## config.mk

```make
export PLATFORM = sky130hd
export DESIGN_NAME = hbr_current_reg
export DESIGN_NICKNAME = d
export VERILOG_FILES = /design/src/include/hbr_pkg.sv /design/src/design/hbr_current_reg.sv
export SDC_FILE = /design/constraint.sdc
export NUM_CORES = 1
export LEC_CHECK = 0
export BUFFER_PORTS_ARGS = -buffer_cell sky130_fd_sc_hd__buf_4
export CAP_MARGIN = 20
export CORE_MARGIN = 2
export CORE_UTILIZATION = 56
export DETAILED_ROUTE_END_ITERATION = 8
export PLACE_DENSITY = 0.8
export SYNTH_ARGS = -nofsm -noshare
export SYNTH_HDL_FRONTEND = slang
export SYNTH_SLANG_ARGS = --single-unit
```

## constraint.sdc

```tcl
create_clock -name clk_in -period 4.6 [get_ports clk_in]
set_clock_uncertainty 0.1 [all_clocks]
set_input_delay 0.46 -clock clk_in [delete_from_list [all_inputs] [get_ports clk_in]]
set_output_delay 0.46 -clock clk_in [all_outputs]
set_load 0.05 [all_outputs]
```

## src/include/hbr_pkg.sv

```systemverilog
// Overview of operation
// - Scheme 00b selects fixed off-time limiting, 01b selects cycle-by-cycle limiting.
// - Scheme 10b and 11b mean voltage or speed regulation; no limiting here.
// - Policy 00b never limits current, whatever the stall check setting.
// - Policy 01b limits only in startup blank if stall check on, else always.
// - Policy with upper bit set limits current at all times.
// - Trip when sensed-current voltage is at or above the trip reference.
// - Internal reference bit set selects the fixed 500 mV trip comparator.
// - Ignore trip during switch blanking; trip must persist through deglitch interval.
// - Fixed off-time trip brakes with both low sides on for the off interval.
// - After off interval, follow commands; if still tripped, start another interval.
// - Any control input change during off interval cancels it; follow inputs.
// - Fixed off-time re-enables drive by itself, working at full duty.
// - Cycle-by-cycle trip brakes until pin edge or register bit rising.
// - Cycle-by-cycle with report bit set pulls fault low until releasing edge or end of drive command.
// - Fault indication changes no other behaviour of the device.
// - Regulation indicator only asserts while forward or reverse drive is commanded.
// - Sense output disables together with a command that turns low sides off.
// - Sense valid a delay after low-side enable; continuous across drive and brake.
// - Soft bridge select 0b takes pin inputs, 1b takes register bits.
// - Inputs 10 forward, 01 reverse, 00 coast high-Z, 11 brake low sides.
package hbr_pkg;
    localparam int AW = 8;
    localparam int DW = 32;
    localparam int CW = 16;

    localparam logic [AW-1:0] CTRL_ADDR   = 8'h00;
    localparam logic [AW-1:0] SOFT_ADDR   = 8'h04;
    localparam logic [AW-1:0] STATUS_ADDR = 8'h08;

    // Control register fields
    localparam int SCHEME_LSB = 0;
    localparam int POLICY_LSB = 2;
    localparam int STALL_BIT  = 4;
    localparam int INTREF_BIT = 5;
    localparam int REPORT_BIT = 6;
    localparam int SOFTSEL_BIT = 7;
    localparam logic [7:0] CTRL_RESET = 8'h00;
    localparam logic [1:0] SOFT_RESET = 2'h0;

    // Status register fields
    localparam int ST_REG_BIT   = 0;
    localparam int ST_EVENT_BIT = 1;
    localparam int ST_READY_BIT = 2;
    localparam int ST_TRIP_BIT  = 3;
    localparam int ST_SENSE_BIT = 4;

    localparam logic [1:0] SCHEME_FIXED = 2'h0;
    localparam logic [1:0] SCHEME_CBC   = 2'h1;
    localparam logic [1:0] POLICY_NONE  = 2'h0;
    localparam logic [1:0] POLICY_START = 2'h1;

    // Default interval lengths in clock cycles
    localparam int OFF_CYC_DEF   = 100;
    localparam int BLANK_CYC_DEF = 25;
    localparam int DEG_CYC_DEF   = 4;
    localparam int DLY_CYC_DEF   = 50;

    typedef enum logic [1:0] {
        HBR_ST_RUN,
        HBR_ST_OFF,
        HBR_ST_CBC
    } hbr_state_e;

    typedef struct packed {
        logic hs1;
        logic ls1;
        logic hs2;
        logic ls2;
    } hbr_bridge_s;

    localparam hbr_bridge_s BR_COAST = 4'h0;
    localparam hbr_bridge_s BR_FWD   = 4'h9;
    localparam hbr_bridge_s BR_REV   = 4'h6;
    localparam hbr_bridge_s BR_BRAKE = 4'h5;
endpackage

```

## src/design/hbr_current_reg.sv

```systemverilog
`timescale 1ns/1ps
module hbr_current_reg #(
    parameter int OFF_CYC   = hbr_pkg::OFF_CYC_DEF,
    parameter int BLANK_CYC = hbr_pkg::BLANK_CYC_DEF,
    parameter int DEG_CYC   = hbr_pkg::DEG_CYC_DEF,
    parameter int DLY_CYC   = hbr_pkg::DLY_CYC_DEF
) (
    // Clock and reset
    input  wire logic                    clk_in,
    input  wire logic                    arst_n_in,
    // Register port
    input  wire logic [hbr_pkg::AW-1:0]  reg_addr_in,
    input  wire logic [hbr_pkg::DW-1:0]  reg_wdata_in,
    input  wire logic                    reg_wr_in,
    input  wire logic                    reg_rd_in,
    output logic [hbr_pkg::DW-1:0]       reg_rdata_out,
    // Bridge control pins
    input  wire logic                    bridge_input_one_in,
    input  wire logic                    bridge_input_two_in,
    // Comparators and startup window
    input  wire logic                    trip_cmp_ext_in,
    input  wire logic                    trip_cmp_int_in,
    input  wire logic                    startup_blank_in,
    // Bridge drive and status
    output hbr_pkg::hbr_bridge_s         bridge_out,
    output logic                         sense_enable_out,
    output logic                         sense_ready_out,
    output logic                         fault_flag_n_out
);
    localparam int CW = hbr_pkg::CW;
    localparam logic [CW-1:0] OFF_N   = CW'(OFF_CYC);
    localparam logic [CW-1:0] BLANK_N = CW'(BLANK_CYC);
    localparam logic [CW-1:0] DEG_N   = CW'(DEG_CYC);
    localparam logic [CW-1:0] DLY_N   = CW'(DLY_CYC);
    localparam logic [CW-1:0] ONE     = CW'(1);

    logic [7:0]                ctrl_r;
    logic [1:0]                soft_r;
    logic [1:0]                soft_prev_r;
    logic [4:0]                sync1_r;
    logic [4:0]                sync2_r;
    logic [1:0]                pin_prev_r;
    logic [1:0]                cmd_prev_r;
    logic [CW-1:0]             blank_cnt_r;
    logic [CW-1:0]             deg_cnt_r;
    logic [CW-1:0]             off_cnt_r;
    logic [CW-1:0]             sense_cnt_r;
    hbr_pkg::hbr_state_e       state_r;
    hbr_pkg::hbr_state_e       state_nxt;
    hbr_pkg::hbr_bridge_s      bridge_r;
    hbr_pkg::hbr_bridge_s      bridge_nxt;
    logic                      fault_n_r;
    logic                      sense_en_r;
    logic                      sense_ready_r;
    logic [hbr_pkg::DW-1:0]    rdata_r;

    logic [1:0]                scheme;
    logic [1:0]                policy;
    logic [1:0]                pins;
    logic [1:0]                cmd;
    logic                      trip_raw;
    logic                      blanked;
    logic                      trip_q;
    logic                      limit_on;
    logic                      drive_cmd;
    logic                      cmd_change;
    logic                      release_edge;
    logic                      off_load;
    logic                      sense_en_nxt;

    assign scheme   = ctrl_r[hbr_pkg::SCHEME_LSB +: 2];
    assign policy   = ctrl_r[hbr_pkg::POLICY_LSB +: 2];
    assign pins     = sync2_r[1:0];

    // Pin and comparator synchronisers
    always_ff @(posedge clk_in or negedge arst_n_in) begin
        if (!arst_n_in) begin
            sync1_r <= 5'h00;
            sync2_r <= 5'h00;
        end else begin
            sync1_r <= {startup_blank_in, trip_cmp_int_in, trip_cmp_ext_in,
                        bridge_input_two_in, bridge_input_one_in};
            sync2_r <= sync1_r;
        end
    end

    // Register writes
    always_ff @(posedge clk_in or negedge arst_n_in) begin
        if (!arst_n_in) begin
            ctrl_r <= hbr_pkg::CTRL_RESET;
            soft_r <= hbr_pkg::SOFT_RESET;
        end else if (reg_wr_in) begin
            if (reg_addr_in == hbr_pkg::CTRL_ADDR) begin
                ctrl_r <= reg_wdata_in[7:0];
            end
            if (reg_addr_in == hbr_pkg::SOFT_ADDR) begin
                soft_r <= reg_wdata_in[1:0];
            end
        end
    end

    // Register reads, data valid the cycle after the strobe only
    always_ff @(posedge clk_in or negedge arst_n_in) begin
        if (!arst_n_in) begin
            rdata_r <= '0;
        end else begin
            rdata_r <= '0;
            if (reg_rd_in) begin
                case (reg_addr_in)
                    hbr_pkg::CTRL_ADDR: begin
                        rdata_r[7:0] <= ctrl_r;
                    end
                    hbr_pkg::SOFT_ADDR: begin
                        rdata_r[1:0] <= soft_r;
                    end
                    hbr_pkg::STATUS_ADDR: begin
                        rdata_r[hbr_pkg::ST_REG_BIT]   <= (state_r != hbr_pkg::HBR_ST_RUN);
                        rdata_r[hbr_pkg::ST_EVENT_BIT] <= ~fault_n_r;
                        rdata_r[hbr_pkg::ST_READY_BIT] <= sense_ready_r;
                        rdata_r[hbr_pkg::ST_TRIP_BIT]  <= trip_q;
                        rdata_r[hbr_pkg::ST_SENSE_BIT] <= sense_en_r;
                    end
                    default: begin
                        rdata_r <= '0;
                    end
                endcase
            end
        end
    end

    // Command source and edge history
    assign cmd = ctrl_r[hbr_pkg::SOFTSEL_BIT] ? soft_r : pins;
    assign drive_cmd  = cmd[0] ^ cmd[1];
    assign cmd_change = (cmd != cmd_prev_r);
    // Soft bits release only on a rising bit, pins on any edge
    assign release_edge = ctrl_r[hbr_pkg::SOFTSEL_BIT] ?
                          |(soft_r & ~soft_prev_r) : (pins != pin_prev_r);

    always_ff @(posedge clk_in or negedge arst_n_in) begin
        if (!arst_n_in) begin
            pin_prev_r  <= 2'h0;
            soft_prev_r <= 2'h0;
            cmd_prev_r  <= 2'h0;
        end else begin
            pin_prev_r  <= pins;
            soft_prev_r <= soft_r;
            cmd_prev_r  <= cmd;
        end
    end

    // Trip detection
    assign trip_raw = ctrl_r[hbr_pkg::INTREF_BIT] ? sync2_r[3] : sync2_r[2];
    assign blanked  = (blank_cnt_r != '0);
    // Gated so a trip counted before a switch cannot act inside the fresh blank
    assign trip_q   = (deg_cnt_r == DEG_N) && !blanked;

    // Blanking restarts on every change of the bridge pattern
    always_ff @(posedge clk_in or negedge arst_n_in) begin
        if (!arst_n_in) begin
            blank_cnt_r <= '0;
        end else if (bridge_nxt != bridge_r) begin
            blank_cnt_r <= BLANK_N;
        end else if (blanked) begin
            blank_cnt_r <= blank_cnt_r - ONE;
        end
    end

    always_ff @(posedge clk_in or negedge arst_n_in) begin
        if (!arst_n_in) begin
            deg_cnt_r <= '0;
        end else if (!trip_raw || blanked) begin
            deg_cnt_r <= '0;
        end else if (!trip_q) begin
            deg_cnt_r <= deg_cnt_r + ONE;
        end
    end

    // When limiting is allowed at all
    always_comb begin
        limit_on = 1'b0;
        if (!scheme[1]) begin
            if (policy[1]) begin
                limit_on = 1'b1;
            end else if (policy == hbr_pkg::POLICY_START) begin
                limit_on = ctrl_r[hbr_pkg::STALL_BIT] ? sync2_r[4] : 1'b1;
            end else begin
                limit_on = 1'b0;
            end
        end
    end

    // Regulation state
    always_comb begin
        state_nxt = state_r;
        off_load  = 1'b0;
        case (state_r)
            hbr_pkg::HBR_ST_RUN: begin
                if (limit_on && drive_cmd && trip_q) begin
                    if (scheme == hbr_pkg::SCHEME_FIXED) begin
                        state_nxt = hbr_pkg::HBR_ST_OFF;
                        off_load  = 1'b1;
                    end else begin
                        state_nxt = hbr_pkg::HBR_ST_CBC;
                    end
                end
            end
            hbr_pkg::HBR_ST_OFF: begin
                if (cmd_change) begin
                    state_nxt = hbr_pkg::HBR_ST_RUN;
                end else if (off_cnt_r <= ONE) begin
                    if (trip_raw) begin
                        off_load = 1'b1;
                    end else begin
                        state_nxt = hbr_pkg::HBR_ST_RUN;
                    end
                end
            end
            hbr_pkg::HBR_ST_CBC: begin
                if (release_edge) begin
                    state_nxt = hbr_pkg::HBR_ST_RUN;
                end
            end
            default: begin
                state_nxt = hbr_pkg::HBR_ST_RUN;
            end
        endcase
    end

    always_ff @(posedge clk_in or negedge arst_n_in) begin
        if (!arst_n_in) begin
            state_r <= hbr_pkg::HBR_ST_RUN;
        end else begin
            state_r <= state_nxt;
        end
    end

    always_ff @(posedge clk_in or negedge arst_n_in) begin
        if (!arst_n_in) begin
            off_cnt_r <= '0;
        end else if (off_load) begin
            off_cnt_r <= OFF_N;
        end else if (off_cnt_r != '0) begin
            off_cnt_r <= off_cnt_r - ONE;
        end
    end

    // Bridge pattern: brake while regulating, else the truth table
    always_comb begin
        if (state_nxt != hbr_pkg::HBR_ST_RUN) begin
            bridge_nxt = hbr_pkg::BR_BRAKE;
        end else begin
            case (cmd)
                2'h1:    bridge_nxt = hbr_pkg::BR_FWD;
                2'h2:    bridge_nxt = hbr_pkg::BR_REV;
                2'h3:    bridge_nxt = hbr_pkg::BR_BRAKE;
                default: bridge_nxt = hbr_pkg::BR_COAST;
            endcase
        end
    end

    always_ff @(posedge clk_in or negedge arst_n_in) begin
        if (!arst_n_in) begin
            bridge_r <= hbr_pkg::BR_COAST;
        end else begin
            bridge_r <= bridge_nxt;
        end
    end

    // Regulation indicator; drives the fault output and the status event bit
    always_ff @(posedge clk_in or negedge arst_n_in) begin
        if (!arst_n_in) begin
            fault_n_r <= 1'b1;
        end else if (state_r == hbr_pkg::HBR_ST_RUN && state_nxt == hbr_pkg::HBR_ST_CBC &&
                     ctrl_r[hbr_pkg::REPORT_BIT]) begin
            fault_n_r <= 1'b0;
        end else if (release_edge || !drive_cmd) begin
            fault_n_r <= 1'b1;
        end
    end

    // Sense follows the low sides in the same cycle as the command
    assign sense_en_nxt = bridge_nxt.ls1 | bridge_nxt.ls2;

    always_ff @(posedge clk_in or negedge arst_n_in) begin
        if (!arst_n_in) begin
            sense_cnt_r <= '0;
        end else if (!sense_en_nxt) begin
            sense_cnt_r <= '0;
        end else if (sense_cnt_r != DLY_N) begin
            sense_cnt_r <= sense_cnt_r + ONE;
        end
    end

    // Drive to brake keeps a low side on, so the count never restarts
    always_ff @(posedge clk_in or negedge arst_n_in) begin
        if (!arst_n_in) begin
            sense_en_r    <= 1'b0;
            sense_ready_r <= 1'b0;
        end else begin
            sense_en_r    <= sense_en_nxt;
            sense_ready_r <= sense_en_nxt && (sense_cnt_r == DLY_N);
        end
    end

    assign reg_rdata_out    = rdata_r;
    assign bridge_out       = bridge_r;
    assign sense_enable_out = sense_en_r;
    assign sense_ready_out  = sense_ready_r;
    assign fault_flag_n_out = fault_n_r;
endmodule

```

-- Yosys cells after proc, flatten, opt, wreduce, memory -nomap -nowiden
Index checks and enable logic that the tools add are counted.
- bits in registers: 131
- RAM bits: 0
- output and inout bits: 39
- memories: 0
- memory bits (read-only): 0
- latch bits: 0
- reductions and logical operators: 24
- shift-type cells: 0
- divide/modulo/power cells: 0
- equality and inequality tests: 17
- multiplexer cells: 36
- add/subtract/negate cells: 4
- order comparisons: 1
- bitwise logic cells: 5
- multiply operators: 0
- operators with widths (cell ; number):
    $mux W16 ; 8
    $add A16 B1 Y16 const B ; 2
    $reduce_bool A16 Y1 ; 2
    $sub A16 B1 Y16 const B ; 2
    $eq A16 B3 Y1 const B ; 1
    $eq A16 B6 Y1 const B ; 1
    $le A16 B1 Y1 const B ; 1
    $ne A16 B6 Y1 const B ; 1
    $mux W2 ; 7
    $mux W1 ; 13
    $pmux W2 S3 ; 2
    $pmux W4 S3 ; 1
    $reduce_bool A2 Y1 ; 5
    $eq A2 B2 Y1 const B ; 4
    $eq A8 B3 Y1 const B ; 1
    $eq A8 B4 Y1 const B ; 1
    $logic_not A8 Y1 ; 1
    $mux W8 ; 1
    $eq A2 B1 Y1 const B ; 3
    $logic_and A1 B1 Y1 ; 6
    $pmux W3 S2 ; 1
    $logic_not A2 Y1 ; 2
    $mux W4 ; 1
    $ne A2 B1 Y1 const B ; 2
    13 further kinds ; 18

-- Logic depth before layout (Yosys ltp)
- word-level depth: 12
- depth in mapped cells: 13

-- Least setup slack after synthesis
OpenSTA, ideal clock, no wires.
- path type: flip-flop to flip-flop
- from: register ctrl_r[7]
- to: register blank_cnt_r[3]
- buffers on the path: 2
- arrival time: 3.200 ns
- slack: 1.168 ns
- stages on the path, launching flop included: 13
- cells stage by stage: dfrtp_1 -> buf_2 -> mux2i_1 -> inv_1 -> ha_1 -> nor4_1 -> nand2b_1 -> or4_4 -> a21bo_1 -> buf_6 -> o311a_1 -> o22ai_2 -> or3b_1
- word-level cells in the longest chain between the ends: 10
- elaborated cells on any way between the ends: 19
- those cells by class: 5 x eq/ne; 9 x mux; 1 x bitwise; 4 x reduce/logical
- RTL lines (item ; RTL line ; RTL):
    from (decl) ; hbr_current_reg.sv:37 ; logic [7:0] ctrl_r;
    from (signal assigned) ; hbr_current_reg.sv:90 ; ctrl_r <= hbr_pkg::CTRL_RESET;
    from (signal assigned) ; hbr_current_reg.sv:94 ; ctrl_r <= reg_wdata_in[7:0];
    $mux W2 * ; hbr_current_reg.sv:132 ; assign cmd = ctrl_r[hbr_pkg::SOFTSEL_BIT] ? soft_r : pins;
    named net cmd[1] ; hbr_current_reg.sv:60 ; logic [1:0] cmd;
    $xor A1 B1 Y1 ; hbr_current_reg.sv:133 ; assign drive_cmd = cmd[0] ^ cmd[1];
    $logic_and A1 B1 Y1 (2 in a row) ; hbr_current_reg.sv:198 ; if (limit_on && drive_cmd && trip_q) begin
    $mux W2 ; hbr_current_reg.sv:198 ;
    $pmux W2 S3 * ; hbr_current_reg.sv:196 ; case (state_r)
    named net state_nxt[0] ; hbr_current_reg.sv:49 ; hbr_pkg::hbr_state_e state_nxt;
    $reduce_bool A2 Y1 * ; hbr_current_reg.sv:249 ; if (state_nxt != hbr_pkg::HBR_ST_RUN) begin
    $mux W4 * ; hbr_current_reg.sv:249 ;
    $ne A4 B4 Y1 * ; hbr_current_reg.sv:161 ; end else if (bridge_nxt != bridge_r) begin
    $mux W16 / $reduce_bool A2 Y1 (equally long branches) ; - ;
    to (signal assigned) ; hbr_current_reg.sv:164 ; blank_cnt_r <= blank_cnt_r - ONE;
    to (decl) ; hbr_current_reg.sv:44 ; logic [CW-1:0] blank_cnt_r;
The timed path passes the listed nets; every way through them passes the cells marked *.
A chain may end at the register's enable or synchronous reset.

-- Worst setup path in the final report
- from: register ctrl_r[7]
- to: register blank_cnt_r[3]
- word-level cells in the longest chain between the ends: 10
- elaborated cells on any way between the ends: 19
- those cells by class: 5 x eq/ne; 9 x mux; 1 x bitwise; 4 x reduce/logical
- RTL lines (item ; RTL line):
    $mux W2 ; hbr_current_reg.sv:132
    $xor A1 B1 Y1 ; hbr_current_reg.sv:133
    $logic_and A1 B1 Y1 (2 in a row) ; hbr_current_reg.sv:198
    $mux W2 ; hbr_current_reg.sv:198
    $pmux W2 S3 ; hbr_current_reg.sv:196
    $reduce_bool A2 Y1 ; hbr_current_reg.sv:249
    $mux W4 * ; hbr_current_reg.sv:249
    $ne A4 B4 Y1 * ; hbr_current_reg.sv:161
    $mux W16 / $reduce_bool A2 Y1 (equally long branches) ; -
Every way passes the cells marked *; elsewhere a longest branch is shown, timed or not.

==> results.txt <==
The flow ran to the end, and the final reports show no timing, DRC or antenna violations. The largest driver fanout on the critical path came out at 16. The clock network accounts for 34.3% of the total power. The length in cells of the worst reg-to-reg path is 9. The final core utilization came out at a little over three fifths. Compared with the post-synthesis result, the final layout area differs by 9.96%.

The total global routing overflow came out at 0. The synthesized area came out at 5190 um^2. The instance area after placement came out at approximately 5500 um^2.

The total length of routed met3 wires came out at 296 um. The number of ports placed on the die boundary came out at 88. The antenna diode instance count came out at 0. In the routed layout, each cell is associated on average with a via count of approximately 5.4. The number of buffers created by CTS came out at 9.

The net count of the finished layout came out at around 600. Overall power consumption after layout is estimated at approximately 1800 uW. TritonCTS built the clock tree. The part of the total power dissipated in sequential elements came out at a little under three fifths. The time the final worst path needs with I/O delays and setup came out at 3950 ps. The total area inside the core boundary comes to just over 9000 um^2. The die outline area is ~10,000 um^2. The worst hold path belongs to the class primary input to async pin. The highest metal layer carrying signal wires in the routed design is met4. The logic gate share of total power came out at about a tenth. In this run the power density over the cells is a little over 300 nW/um^2. The congestion estimate from routability-driven global placement came to between 0.8 and 0.9. The overall track demand over capacity in global routing is a little under 20%. The share of post-route cells with drive strength above 1 came out at approximately 15%. The clock transition at the registers of the reported paths came out at about 90 ps.

The largest net degree at the start of global routing is between 60 and 70. For this run, the register share of the synthesized area comes to between 50% and 60%. In this run the critical register-to-register path is captured at blank_cnt_r[3]$_DFFE_PN0P_.

The final-report setup violation count is 0. The worst register-to-register path begins at ctrl_r[7]$_DFFE_PN0P_. The netlist uses 55 different library cells. The largest stage delay on the critical path is roughly 630 ps. The number of hold violations in the final report came out at 0.

The worst path required time came out at between 4000 and 5000 ps. Cell internal power was estimated by the tool at between 1000 and 1500 uW. The slowest stage of the critical path belongs to the cell sky130_fd_sc_hd__mux2i_1. The clock insertion delay at the later pin of the skew report came out at 350 ps. The number of gates resized after cts is 0. The average cell area after synthesis is about 10 um^2. The synthesized instance count came out at between 400 and 500.

Derived from the worst setup path, the maximum achievable clock frequency is ~250 MHz. STA classifies the critical path startpoint as a register. The summed area of non-filler cells in the final layout is roughly 5700 um^2. Traced cell by cell, the critical path runs through mux2i_1 -> ha_1 -> nor4_1 -> nand2b_1 -> or4_4 -> a21bo_1 -> o311a_1 -> o22ai_2 -> or3b_1. The accumulated negative setup slack came out at 0 ps.

Counting along the longest clock path gives a buffer depth of 2. By startpoint and endpoint, the worst setup path is classified as register to register. The die outline width is between 100 and 150 um. After detailed routing, the number of remaining DRC violations is 0. Across the run, the number of max-cap violations was 0. The synthesized design contains around 110 register bits. The type of element capturing the critical path is a register. The number of flops mapped to enable cells by yosys is 0. The met1 wire length came out at 4050 um.

The number of hold buffers added after cts came out at 0. For the worst setup path, the data arrival time is about 4100 ps. The number of H-tree levels is 3. The routed design uses roughly 4600 um of met2 wire. The number of sinks handled by clock tree synthesis came out at 107.

For this design the static power due to leakage is between 0.002 and 0.003 uW. The number of buffer and inverter stages on the critical path came out at 0. The share of flip-flops with an asynchronous set or reset after synthesis is 100%. The number of setup buffers added after CTS is 0.

In the synthesized netlist the dominant register cell turns out to be sky130_fd_sc_hd__dfrtp_1. The iteration count of the initial detailed-routing pass is 5. The cell family with the largest share of critical-path delay is simple AND/OR/NAND/NOR gates. Setup repair after global routing left no endpoint under its margin. The setup check on the worst reg-to-reg path leaves a slack of between 600 and 700 ps. The worst voltage drop across the vdd grid came out at approximately 0.18 mV.

Input and output buffers added on the ports amount to 39. The worst slew slack as a fraction of its limit came out at 41.4%. The transition time at the pin with the least slew margin is just under 900 ps.

The first-pass GRT wire length is between 15,000 and 20,000 um. The power spent charging and discharging nets is 446 uW. The switching share of power came out at between 20% and 30%. Summed over all nets, the half-perimeter wirelength after detailed placement is 6560 um. The violation count after the first detailed-route iteration is approximately 120. For this block, the routed nets add up to 9060 um of wire. The CTS root buffer is sky130_fd_sc_hd__clkbuf_8. The starting utilization of the core area is 57.0%. The height of the die is 100 um. The max-slew violation total from the final report came out at 0. The initial antenna violation count is 0. The number of global-route vias before repair is around 3,500. The number of routed nets with antenna violations came out at 0. The floorplan has 35 rows. The share of the clock period used by the worst path came out at 85.9%. In the final routed layout, each cell accounts on average for around 14 um. The routed layout has about 3,500 vias. The number of warning messages in the yosys log came out at 0.
-- logic make-up (layout without fill, tap and decap cells) --
| kind of cell | Yosys count | in the layout | synth area share [%] |
|---|---|---|---|
| AOI/OAI and AO/OA | 28 | 28 | 3.88 |
| xor gates and xnor gates | 60 | 60 | 10.1 |
| adders and majority gates | 11 | 11 | 2.65 |
| buffers and inverters | 48 | 70 | 5.47 |
| DFF | 107 | 107 | 51.6 |
| muxes | 18 | 18 | 3.74 |
| other | 1 | 24 | 0.0723 |
| and+or+nand+nor | 225 | 225 | 22.4 |
-- area by class of cell --
cell class,count,area [um^2]
fill,717,3400
timing repair buffer,41,308
sequential,107,2680
inverter,14,52.6
multi-input combinational,366,2310
clock inverter,6,91.3
clock buffer,9,124
tap,111,139
-- synthesized netlist by cell type (3+ instances only) --
| cell | count | share of area [%] |
|---|---|---|
| sky130_fd_sc_hd__dfrtp_1 | 106 | 51 |
| sky130_fd_sc_hd__nor2_1 | 97 | 7.0 |
| sky130_fd_sc_hd__nand2_1 | 35 | 2.5 |
| sky130_fd_sc_hd__xor2_1 | 32 | 5.4 |
| sky130_fd_sc_hd__xnor2_1 | 28 | 4.7 |
| sky130_fd_sc_hd__buf_4 | 25 | 3.6 |
| sky130_fd_sc_hd__nand3_1 | 21 | 2.0 |
| sky130_fd_sc_hd__inv_1 | 14 | 1.0 |
| sky130_fd_sc_hd__nor3_1 | 13 | 1.3 |
| sky130_fd_sc_hd__ha_1 | 11 | 2.7 |
| sky130_fd_sc_hd__mux2_2 | 11 | 2.4 |
| sky130_fd_sc_hd__a21oi_1 | 8 | 0.77 |
| sky130_fd_sc_hd__nor4_1 | 8 | 0.96 |
| sky130_fd_sc_hd__and2_1 | 7 | 0.84 |
| sky130_fd_sc_hd__mux2i_1 | 7 | 1.4 |
| sky130_fd_sc_hd__nand2b_1 | 6 | 0.72 |
| sky130_fd_sc_hd__and3_1 | 5 | 0.60 |
| sky130_fd_sc_hd__clkbuf_1 | 5 | 0.36 |
| sky130_fd_sc_hd__nand4_1 | 4 | 0.48 |
| sky130_fd_sc_hd__a211oi_1 | 3 | 0.43 |
| sky130_fd_sc_hd__nor2b_1 | 3 | 0.36 |
| sky130_fd_sc_hd__nor4_4 | 3 | 1.2 |
| sky130_fd_sc_hd__nor4b_2 | 3 | 0.87 |
| sky130_fd_sc_hd__o21ai_0 | 3 | 0.29 |
| sky130_fd_sc_hd__or4_4 | 3 | 0.65 |
-- per-layer routing --
| metal | vias up | GRT usage [%] |
|---|---|---|
| li1 | 1703 | - |
| met1 | 1725 | 25.4 |
| met2 | 73 | 33.7 |
| met3 | 13 | 3.83 |
| met4 | 0 | 6.53 |
| met5 | - | 0 |
-- worst max path at each step --
stage	startpoint	endpoint	slack, ps	cells past startpoint
4_1_cts	ctrl_r[7]$_DFFE_PN0P_	blank_cnt_r[3]$_DFFE_PN0P_	670	9
3_3_place_gp	ctrl_r[7]$_DFFE_PN0P_	blank_cnt_r[3]$_DFFE_PN0P_	840	9
3_5_place_dp	ctrl_r[7]$_DFFE_PN0P_	blank_cnt_r[3]$_DFFE_PN0P_	740	9
5_1_grt	ctrl_r[7]$_DFFE_PN0P_	blank_cnt_r[1]$_DFFE_PN0P_	380	9
6_report	ctrl_r[7]$_DFFE_PN0P_	blank_cnt_r[3]$_DFFE_PN0P_	650	9
2_1_floorplan	ctrl_r[7]$_DFFE_PN0P_	blank_cnt_r[3]$_DFFE_PN0P_	1170	12
-- power by group through the flow --
| stage | Clock (uW) | Combinational (uW) | Sequential (uW) |
|---|---|---|---|
| floorplan | 0 | 123 | 1010 |
| global placement | 0 | 161 | 1010 |
| detailed placement | 0 | 166 | 1020 |
| CTS | 626 | 167 | 998 |
| global route | 660 | 184 | 1000 |
| finish | 608 | 165 | 998 |
-- worst register-to-register path, delay by kind of cell, from the launching register on --
kind	cells	cell delay, ps
AO/OA/AOI/OAI	3	800
adder cells (fa/ha/maj)	1	370
flip-flops	1	520
multiplexers	1	630
AND/OR/NAND/NOR	4	1420
-- cell usage in the layout (no fill, tap or decap), drive strengths merged, types with 2 or more instances in the layout --
master and instances:
nand2 35, xor2 32, or4 4, bufinv 2, a21oi 8, a211oi 3
and2 7, nand4b 2, nand4 6, nor4 12, nor2b 3, dfrtp 106
and3 5, o22ai 2, conb 24, inv 14, o21ai 3, buf 41
ha 11, nand2b 6, nor2 97, clkinv 4, nand3 21, nand3b 2
mux2i 7, a2111oi 2, nor4b 4, clkbuf 9, nor3 13, o22a 2
xnor2 28, nor3b 2, mux2 11
-- metrics by stage --
stage | std cells | setup WS [ps] | hold WS [ps]
finish | 654 | 649 | 76.8
global route | 654 | 378 | 84.6
CTS | 654 | 669 | 88.7
detailed placement | 639 | 739 | 235
global placement | 639 | 839 | 236
floorplan | 521 | 1170 | 64.4
-- sequential cells by signal (all words and copies together), names as in the netlist --
name and flops:
off_cnt_r 16, sync1_r 5, sync2_r 5, sense_enable_out 1, blank_cnt_r 16, fault_flag_n_out 1
ctrl_r 8, cmd_prev_r 2, sense_ready_out 1, soft_r 2, deg_cnt_r 16, pin_prev_r 2
soft_prev_r 2, bridge_out 4, state_r 2, reg_rdata_out 8, sense_cnt_r 16
(Power assumes the default switching activity.)
